## src/logic/dcb_pkg.sv

```systemverilog
// constants, command codes and carriers for the ddr2 command and bank logic
// assumes a single core_clk domain; link clock and pins arrive unsynchronised
// Behaviour
// - write burst stores bytes whose mask is low, keeps bytes whose mask is high
// - chip select high takes no new command, running work continues
// - selected cycle with row, column and write strobes high is a no-operation
// - mode-load picks the mode register by bank select, loads it from address
// - activate opens the addressed row in the selected bank until precharge
// - read takes bank from bank select and start column from low ten address bits
// - write starts a burst at the low ten address bits in the selected bank
// - autoprecharge flag line closes the row at burst end, else row stays open
// - early read or write is held internally for the additive latency in cycles
// - precharge closes one or all banks, activate waits the precharge period
// - access to another bank is accepted while one bank auto-precharges
// - precharge to idle or precharging bank accepted, period restarts from it
// - refresh rows come from an internal counter, address inputs ignored
// - refresh encoding with clock gate low enters self refresh, data retained
// - edge align loop is off in self refresh and back on at exit
// - termination set by extended mode-set, switched by termination enable
// - termination works in active, standby, power-down, never in self refresh; term_lane_ff stays on for one core_clk cycle after entry
// - termination covers data, strobes, mask and read strobes of the width option
// - termination latencies met means non-power-down termination timing
// - latencies not met, as in precharge power-down, means power-down timing
// - commands decode from select, strobes and clock gate at the rising link edge
package dcb_pkg;
  localparam int NUM_BANKS       = 8;
  localparam int BANK_W          = 3;
  localparam int ADDR_W          = 14;
  localparam int COL_W           = 10;
  localparam int AP_BIT          = 10;
  localparam int NUM_MODE_REGS   = 4;
  localparam int PRECHARGE_PERIOD_CK = 5;
  localparam int BURST_LEN_CK    = 2;
  localparam int SELFEXIT_READ_CK = 200;
  localparam int REFRESH_CNT_W   = 13;
  localparam logic [ADDR_W-1:0] MODE_RESET = 14'h0000;

  typedef enum logic [1:0] {
    DCB_IDLE  = 2'b00,
    DCB_OPEN  = 2'b01,
    DCB_PRECH = 2'b10
  } dcb_bank_t;

  typedef enum logic [3:0] {
    DCB_C_DESEL = 4'h0, DCB_C_NOP  = 4'h1, DCB_C_MODE = 4'h2, DCB_C_REF  = 4'h3,
    DCB_C_SREF  = 4'h4, DCB_C_PRE  = 4'h5, DCB_C_ACT  = 4'h6, DCB_C_WR   = 4'h7,
    DCB_C_RD    = 4'h8, DCB_C_ILL  = 4'h9
  } dcb_cmd_t;

  typedef struct packed {
    logic              cs_n;
    logic              ras_n;
    logic              cas_n;
    logic              we_n;
    logic              cke;
    logic [BANK_W-1:0] bank;
    logic [ADDR_W-1:0] addr;
  } dcb_cmd_pins_t;

  typedef struct packed {
    logic              valid;
    logic              wr;
    logic              ap;
    logic [BANK_W-1:0] bank;
    logic [COL_W-1:0]  col;
  } dcb_access_t;
endpackage

```

## src/logic/dcb_top.sv

```systemverilog
// command decode, per-bank state, additive latency, masked write and termination control
// assumes link clock and command pins are asynchronous to core_clk and much slower
`timescale 1ns/1ps
`default_nettype none
module dcb_top #(
  parameter int DATA_W = 16,
  parameter int MAX_AL = 5
) (
  // clock and reset
  input  wire logic                       core_clk,
  input  wire logic                       sys_rst,
  // link clock and command pins
  input  wire logic                       link_clk,
  input  wire dcb_pkg::dcb_cmd_pins_t     cmd_pins,
  input  wire logic                       termination_enable,
  // write data with byte mask
  input  wire logic [DATA_W-1:0]          wr_data,
  input  wire logic [DATA_W/8-1:0]        byte_write_mask,
  // settings
  input  wire logic [2:0]                 additive_latency,
  input  wire logic                       term_pd_latency_met,
  // state and results
  output logic [2*dcb_pkg::NUM_BANKS-1:0] bank_state_ff,
  output logic                            edge_align_loop_ff,
  output logic                            self_refresh_ff,
  output logic                            term_active_ff,
  output logic                            term_pd_timing_ff,
  output logic [DATA_W/8-1:0]             term_lane_ff,
  output logic [dcb_pkg::REFRESH_CNT_W-1:0] refresh_row_ff,
  output logic                            illegal_cmd_ff,
  output dcb_pkg::dcb_access_t            access_ff,
  output logic [DATA_W-1:0]               stored_word_ff,
  output logic [dcb_pkg::ADDR_W-1:0]      mode_reg1_ff
);
  import dcb_pkg::*;

  // elaboration-time refusal of widths and depths the logic cannot serve
  if (DATA_W != 8 && DATA_W != 16) begin : g_bad_width
    $error("DATA_W must be 8 or 16");
  end
  if (MAX_AL < 1 || MAX_AL > 7) begin : g_bad_al
    $error("MAX_AL out of range");
  end

  // two-stage synchronisers; stage one feeds stage two only
  logic                clk_s1_ff, clk_s2_ff, clk_s3_ff;
  dcb_cmd_pins_t       pins_s1_ff, pins_s2_ff;
  logic                term_s1_ff, term_s2_ff;
  logic [DATA_W-1:0]   data_s1_ff, data_s2_ff;
  logic [DATA_W/8-1:0] mask_s1_ff, mask_s2_ff;

  always_ff @(posedge core_clk) begin
    clk_s1_ff  <= link_clk;
    clk_s2_ff  <= clk_s1_ff;
    clk_s3_ff  <= clk_s2_ff;
    pins_s1_ff <= cmd_pins;
    pins_s2_ff <= pins_s1_ff;
    term_s1_ff <= termination_enable;
    term_s2_ff <= term_s1_ff;
    data_s1_ff <= wr_data;
    data_s2_ff <= data_s1_ff;
    mask_s1_ff <= byte_write_mask;
    mask_s2_ff <= mask_s1_ff;
  end

  // a rising link edge is the sampling instant; pins lag the clock by the same two stages
  wire link_rise = clk_s2_ff & ~clk_s3_ff;

  logic cke_prev_ff;
  wire  cke_now = pins_s2_ff.cke;

  function automatic dcb_cmd_t decode(input dcb_cmd_pins_t p, input logic cke_prev);
    logic [3:0] s;
    s = {p.cs_n, p.ras_n, p.cas_n, p.we_n};
    if (!cke_prev) decode = DCB_C_NOP;
    else if (p.cs_n) decode = DCB_C_DESEL;
    else begin
      unique case (s[2:0])
        3'b111: decode = DCB_C_NOP;
        3'b000: decode = p.cke ? DCB_C_MODE : DCB_C_ILL;
        3'b001: decode = p.cke ? DCB_C_REF : DCB_C_SREF;
        3'b010: decode = DCB_C_PRE;
        3'b011: decode = DCB_C_ACT;
        3'b100: decode = DCB_C_WR;
        3'b101: decode = DCB_C_RD;
        default: decode = DCB_C_ILL;
      endcase
    end
  endfunction

  wire dcb_cmd_t cmd     = link_rise ? decode(pins_s2_ff, cke_prev_ff) : DCB_C_NOP;
  wire [BANK_W-1:0] bsel = pins_s2_ff.bank;
  wire [ADDR_W-1:0] addr = pins_s2_ff.addr;

  // per-bank state and precharge timers
  dcb_bank_t bank_ff [NUM_BANKS];
  logic [2:0] pre_cnt_ff [NUM_BANKS];
  logic [NUM_BANKS-1:0] ap_pend_ff;
  logic [ADDR_W-1:0] open_row_ff [NUM_BANKS];

  wire bank_open = (bank_ff[bsel] == DCB_OPEN);
  logic all_idle;
  always_comb begin
    all_idle = 1'b1;
    for (int i = 0; i < NUM_BANKS; i++) if (bank_ff[i] != DCB_IDLE) all_idle = 1'b0;
  end

  wire cmd_wr_ok = (cmd == DCB_C_WR) & bank_open;
  wire cmd_rd_ok = (cmd == DCB_C_RD) & bank_open;
  wire cmd_bad   = (cmd == DCB_C_ILL) | ((cmd == DCB_C_WR | cmd == DCB_C_RD) & ~bank_open)
                 | ((cmd == DCB_C_ACT) & (bank_ff[bsel] != DCB_IDLE));

  // additive latency shift line: accesses are held, then registered internally
  dcb_access_t al_pipe_ff [MAX_AL+1];
  dcb_access_t al_in;
  assign al_in.valid = cmd_wr_ok | cmd_rd_ok;
  assign al_in.wr    = cmd_wr_ok;
  assign al_in.ap    = addr[AP_BIT];
  assign al_in.bank  = bsel;
  assign al_in.col   = addr[COL_W-1:0];
  wire dcb_access_t al_out = al_pipe_ff[additive_latency];

  // burst end timer per bank drives auto-precharge
  logic [1:0] burst_cnt_ff [NUM_BANKS];

  always_ff @(posedge core_clk) begin
    if (sys_rst) begin
      cke_prev_ff <= 1'b1;
      for (int i = 0; i <= MAX_AL; i++) al_pipe_ff[i] <= '0;
    end else begin
      if (link_rise) cke_prev_ff <= cke_now;
      if (link_rise) begin
        al_pipe_ff[0] <= al_in;
        for (int i = 1; i <= MAX_AL; i++) al_pipe_ff[i] <= al_pipe_ff[i-1];
      end
    end
  end

  always_ff @(posedge core_clk) begin
    if (sys_rst) begin
      for (int i = 0; i < NUM_BANKS; i++) begin
        bank_ff[i]      <= DCB_IDLE;
        pre_cnt_ff[i]   <= 3'h0;
        burst_cnt_ff[i] <= 2'h0;
        open_row_ff[i]  <= '0;
      end
      ap_pend_ff <= '0;
    end else begin
      for (int i = 0; i < NUM_BANKS; i++) begin
        logic hit;
        hit = (bsel == BANK_W'(i));
        if (cmd == DCB_C_ACT && hit && bank_ff[i] == DCB_IDLE) begin
          bank_ff[i]     <= DCB_OPEN;
          open_row_ff[i] <= addr;
        end else if (cmd == DCB_C_PRE && (hit || addr[AP_BIT])) begin
          bank_ff[i]    <= DCB_PRECH;
          pre_cnt_ff[i] <= 3'(PRECHARGE_PERIOD_CK);
          ap_pend_ff[i] <= 1'b0;
        end else if (ap_pend_ff[i] && link_rise && burst_cnt_ff[i] == 2'h0) begin
          bank_ff[i]    <= DCB_PRECH;
          pre_cnt_ff[i] <= 3'(PRECHARGE_PERIOD_CK);
          ap_pend_ff[i] <= 1'b0;
        end else if (bank_ff[i] == DCB_PRECH && link_rise) begin
          if (pre_cnt_ff[i] == 3'h1) bank_ff[i] <= DCB_IDLE;
          pre_cnt_ff[i] <= pre_cnt_ff[i] - 3'h1;
        end
        if (al_out.valid && al_out.bank == BANK_W'(i) && link_rise) begin
          burst_cnt_ff[i] <= 2'(BURST_LEN_CK);
          if (al_out.ap) ap_pend_ff[i] <= 1'b1;
        end else if (link_rise && burst_cnt_ff[i] != 2'h0) begin
          burst_cnt_ff[i] <= burst_cnt_ff[i] - 2'h1;
        end
      end
    end
  end

  // mode registers; bank select chooses which
  logic [ADDR_W-1:0] mode_ff [NUM_MODE_REGS];
  always_ff @(posedge core_clk) begin
    if (sys_rst) begin
      for (int i = 0; i < NUM_MODE_REGS; i++) mode_ff[i] <= MODE_RESET;
    end else if (cmd == DCB_C_MODE && all_idle) begin
      mode_ff[bsel[1:0]] <= addr;
    end
  end

  // masked write into a held word; the array proper sits outside this block
  logic [DATA_W-1:0] nxt_word;
  always_comb begin
    nxt_word = stored_word_ff;
    for (int b = 0; b < DATA_W/8; b++)
      if (!mask_s2_ff[b]) nxt_word[b*8 +: 8] = data_s2_ff[b*8 +: 8];
  end

  // self refresh, refresh counter, edge align loop
  wire sref_enter = (cmd == DCB_C_SREF) & all_idle;
  wire sref_exit  = self_refresh_ff & link_rise & cke_now & ~cke_prev_ff;

  // termination state; precharge power-down misses the latencies
  wire pd_now  = ~cke_now & ~self_refresh_ff;
  wire pd_slow = pd_now & (all_idle | ~term_pd_latency_met);

  always_ff @(posedge core_clk) begin
    if (sys_rst) begin
      stored_word_ff     <= '0;
      refresh_row_ff     <= '0;
      self_refresh_ff    <= 1'b0;
      edge_align_loop_ff <= 1'b1;
      term_active_ff     <= 1'b0;
      term_pd_timing_ff  <= 1'b0;
      term_lane_ff       <= '0;
      illegal_cmd_ff     <= 1'b0;
      access_ff          <= '0;
    end else begin
      if (link_rise && al_out.valid && al_out.wr) stored_word_ff <= nxt_word;
      if ((cmd == DCB_C_REF && all_idle) || sref_enter)
        refresh_row_ff <= refresh_row_ff + 1'b1;
      if (sref_enter) begin
        self_refresh_ff    <= 1'b1;
        edge_align_loop_ff <= 1'b0;
      end else if (sref_exit) begin
        self_refresh_ff    <= 1'b0;
        edge_align_loop_ff <= 1'b1;
      end
      term_active_ff    <= term_s2_ff & ~self_refresh_ff & ~sref_enter;
      term_pd_timing_ff <= pd_slow;
      term_lane_ff      <= {(DATA_W/8){term_s2_ff & ~self_refresh_ff}};
      if (link_rise) illegal_cmd_ff <= cmd_bad;
      if (link_rise) access_ff <= al_out;
    end
  end

  assign mode_reg1_ff = mode_ff[1];

  always_comb begin
    for (int i = 0; i < NUM_BANKS; i++) bank_state_ff[2*i +: 2] = bank_ff[i];
  end
endmodule
`default_nettype wire

```

## config.mk

```make
export PLATFORM = sky130hd
export DESIGN_NAME = dcb_top
export DESIGN_NICKNAME = d
export VERILOG_FILES = /design/src/logic/dcb_pkg.sv /design/src/logic/dcb_top.sv
export SDC_FILE = /design/constraint.sdc
export NUM_CORES = 1
export LEC_CHECK = 0
export BUFFER_PORTS_ARGS = -buffer_cell sky130_fd_sc_hd__buf_4
export CORE_MARGIN = 2
export CORE_UTILIZATION = 53
export CTS_CLUSTER_DIAMETER = 200
export DETAILED_ROUTE_END_ITERATION = 16
export GPL_TIMING_DRIVEN = 0
export PLACE_DENSITY = 0.76
export RECOVER_POWER = 100
export REMOVE_ABC_BUFFERS = 1
export SLEW_MARGIN = 15
export SYNTH_ARGS = -nofsm -noshare
export SYNTH_HDL_FRONTEND = slang
export SYNTH_SLANG_ARGS = --single-unit
```

## constraint.sdc

```tcl
create_clock -name core_clk -period 4.3 [get_ports core_clk]
set_input_delay 0.86 -clock core_clk [delete_from_list [all_inputs] [get_ports core_clk]]
set_output_delay 0.86 -clock core_clk [all_outputs]
set_load 0.01 [all_outputs]
```

==> impl_metrics.toml <==
[layout]
fin_util = 0.6109
n_antenna_cell = 0
area_growth_pct = 14.32
stdcell_count = 1526
drive_gt1_frac = 0.1115
final_nets = 1250

[pwr]
total_power_w = 0.006363
max-vdd-ir-drop_uv = 283.7
p_per_area_mw_per_mm2 = 432.1
leakagePower_nw = 5.865

[clock_tree]
htree_levels = 1
clk_pin_slew_ns = 0.06
cts_root_buf = "clkbuf_16"
clock_path_buffers = 3
cts_resized = 0
clkSinkCount = 311
cts_hold_buf = 0
cts_tree = "done"
post_cts_buffers = 0
cts_buffers = 31
clk_latency_ns = 0.56

[yosys]
yosys.area.top_type = "edfxtp_1"
synth_async_sr_flop_share = 0
synth-compound-area-share = 0.07411
syn_area_mm2 = 0.01288
synth_top_family_by_area = "simple AND/OR/NAND/NOR gates"
synthAdderAreaFrac = 0.02428
yosysTopAreaCellShare = 0.3870
ys_seq_area_frac = 0.6123
yosysUniqueCellTypes = 71
synth_mux_area_frac = 0.06799
synth_enable_flop_cells = 166
synth-main-ff-cell = "edfxtp_1"
ys_top_cells_by_area = "edfxtp_1 39%, dfxtp_1 23%, and3_1 4.8%"
syn_area_per_cell_um2 = 11.98
synthCells = 1075
ys_warn_count = 0
ys_seq_elements = 311
synthXorXnorAreaFrac = 0.01224
synth_simple_gate_area_frac = 0.1712

[sta]
setup_ws_ns = 0.9672
fmax_ghz = 0.3000
fin_worst_skew_ns = 0.007555
setup_viol_count_final = 0
slew_headroom = 0.05403
drv_slew = 0
grt_setup_unrepaired = "no"
hold_viol = 0
period_share = 0.7751
worst_slew_pin_slew_ns = 1.408
min_period_ns = 3.333

[critical_path]
reg2reg_setup_slack_ns = 1.19
arrival_ns = 3.58
critical_path_class = "input pin to register"
required_ns = 4.54
cp-end-kind = "register"
startpoint_type = "input pin"
critPathMaxFanout = 95

[placed_design]
portBuffers = 129
place.gp.congestion = 0.7818
dp_hpwl_mm = 16.67
dp_slack_ns = 0.4996
placed_cells = 1468

[drt]
vias = 8627
dr.pass1.iters = 5
routed_via_density = 5.653
wl_per_cell_um = 17.31
ant_nets = 0
drc = 0
drt_iter0_drc = 645
routed_wl_mm = 26.41

[grt]
grt_pass1_vias = 8373
grt_pass1_wl_mm = 42.86
grt_max_degree = 96
grt-ovfl-total = 0
antenna_found_initial = 0
grt_use_total = 0.2026

[floorplan]
core_area_mm2 = 0.02411
rows = 57
initial_core_util = 0.5344
die_h_um = 159.9
die_w_um = 159.9
die_area_mm2 = 0.02557
ios = 130

[status]
status = "finished clean"

[run]
cap_violations = 0

[worst_hold_path]
hp-class = "register to register"
==> layer usage <==
layer | routed length (um) | up-vias | global-route usage
li1 | - | 4133 | -
met1 | 11680 | 4210 | 0.2790
met2 | 12570 | 236 | 0.3333
met3 | 1483 | 48 | 0.03117
met4 | 680 | 0 | 0.06388
met5 | 0 | - | 0
==> flip-flops by register name (all words and copies together), names as in the netlist, 2 cells and up <==
name            count
access_ff          16
addr               14
al_pipe_ff         96
ap_pend_ff          8
bank_ff            16
bsel                3
burst_cnt_ff       16
data_s1_ff         16
data_s2_ff         16
mask_s1_ff          2
mask_s2_ff          2
mode_ff            14
pins_s1_ff         22
pins_s2_ff          4
pre_cnt_ff         24
refresh_row_ff     13
stored_word_ff     16
==> power breakdown <==
group	total [W]	internal, W	switching, W
Clock	0.00259	0.00149	0.00110
Combinational	0.000415	0.000167	0.000248
Sequential	0.00336	0.00328	0.0000806
==> cell type report <==
class	instances	area, um2
flip-flops and latches	311	7888
clock buffers	51	942.2
clock inverters	7	47.55
repair buffers	135	788.3
inverters	52	197.7
multi-input cells	646	4457
well taps	324	405.4
fillers	1989	9380
==> per-stage QoR <==
step | cell area (um2) | hold slack [ns] | TNS, ns
4_1_cts | 15100 | 0.3244 | 0
3_5_place_dp | 14110 | 0.3121 | 0
2_1_floorplan | 12590 | 0.3096 | -237.58
5_1_grt | 14730 | 0.3286 | 0
3_3_place_gp | 13960 | 0.3098 | -1325.93
6_report | 14730 | 0.3241 | 0
==> synth_stat cells (6+ instances only) <==
| master | n |
|---|---|
| nor2_1 | 53 |
| inv_1 | 52 |
| nand2_1 | 87 |
| a21o_1 | 7 |
| edfxtp_1 | 166 |
| and2_1 | 20 |
| and3_1 | 99 |
| nor2b_1 | 14 |
| nand3b_1 | 6 |
| nor3_1 | 19 |
| mux2i_1 | 47 |
| o32ai_1 | 7 |
| buf_2 | 6 |
| mux4_2 | 15 |
| xnor2_1 | 17 |
| dfxtp_1 | 145 |
| or3_1 | 10 |
| clkbuf_1 | 47 |
| a31oi_1 | 6 |
| nand3_1 | 21 |
| a21oi_1 | 32 |
| nor3b_1 | 6 |
| o21ai_0 | 27 |
| buf_1 | 6 |
| o2bb2ai_1 | 6 |
| nor4_1 | 20 |
| ha_1 | 25 |
| nand2b_1 | 12 |
| mux2_2 | 6 |
| o211ai_1 | 13 |
==> cells by family (layout without fill, tap and decap cells) <==
kind of cell / count (synthesis) / count (layout)
buf+inv: 118 / 245
mux: 68 / 68
flops: 311 / 311
xor+xnor: 18 / 18
compound gates: 138 / 138
fa+ha+maj: 25 / 25
simple gates: 397 / 397
==> worst paths after layout <==
path                   from               end  cells past startpoint
max                 sys_rst  al_pipe_ff[0][6]                      5
min          pins_s1_ff[17]           cke_now                      0
max reg2reg   bank_ff[6][1]     mode_ff[1][9]                      5
min reg2reg  pins_s1_ff[17]           cke_now                      0
==> placed cells by master (no fill, tap or decap), drive strengths merged, types with 23 or more instances in the layout <==
master | synthesis | routed
clkbuf | 47 | 175
edfxtp | 166 | 166
dfxtp | 145 | 145
and3 | 99 | 99
nand2 | 87 | 87
nor2 | 53 | 53
inv | 52 | 53
mux2i | 47 | 47
a21oi | 32 | 32
o21ai | 28 | 28
ha | 25 | 25
nor3 | 23 | 23
==> critical path, stage by stage <==
cell and delay, ns:
buf_4 0.59, inv_4 0.51, buf_12 0.34, nand2_2 0.87, buf_16 0.34
Power figures use the tool's default switching activity.
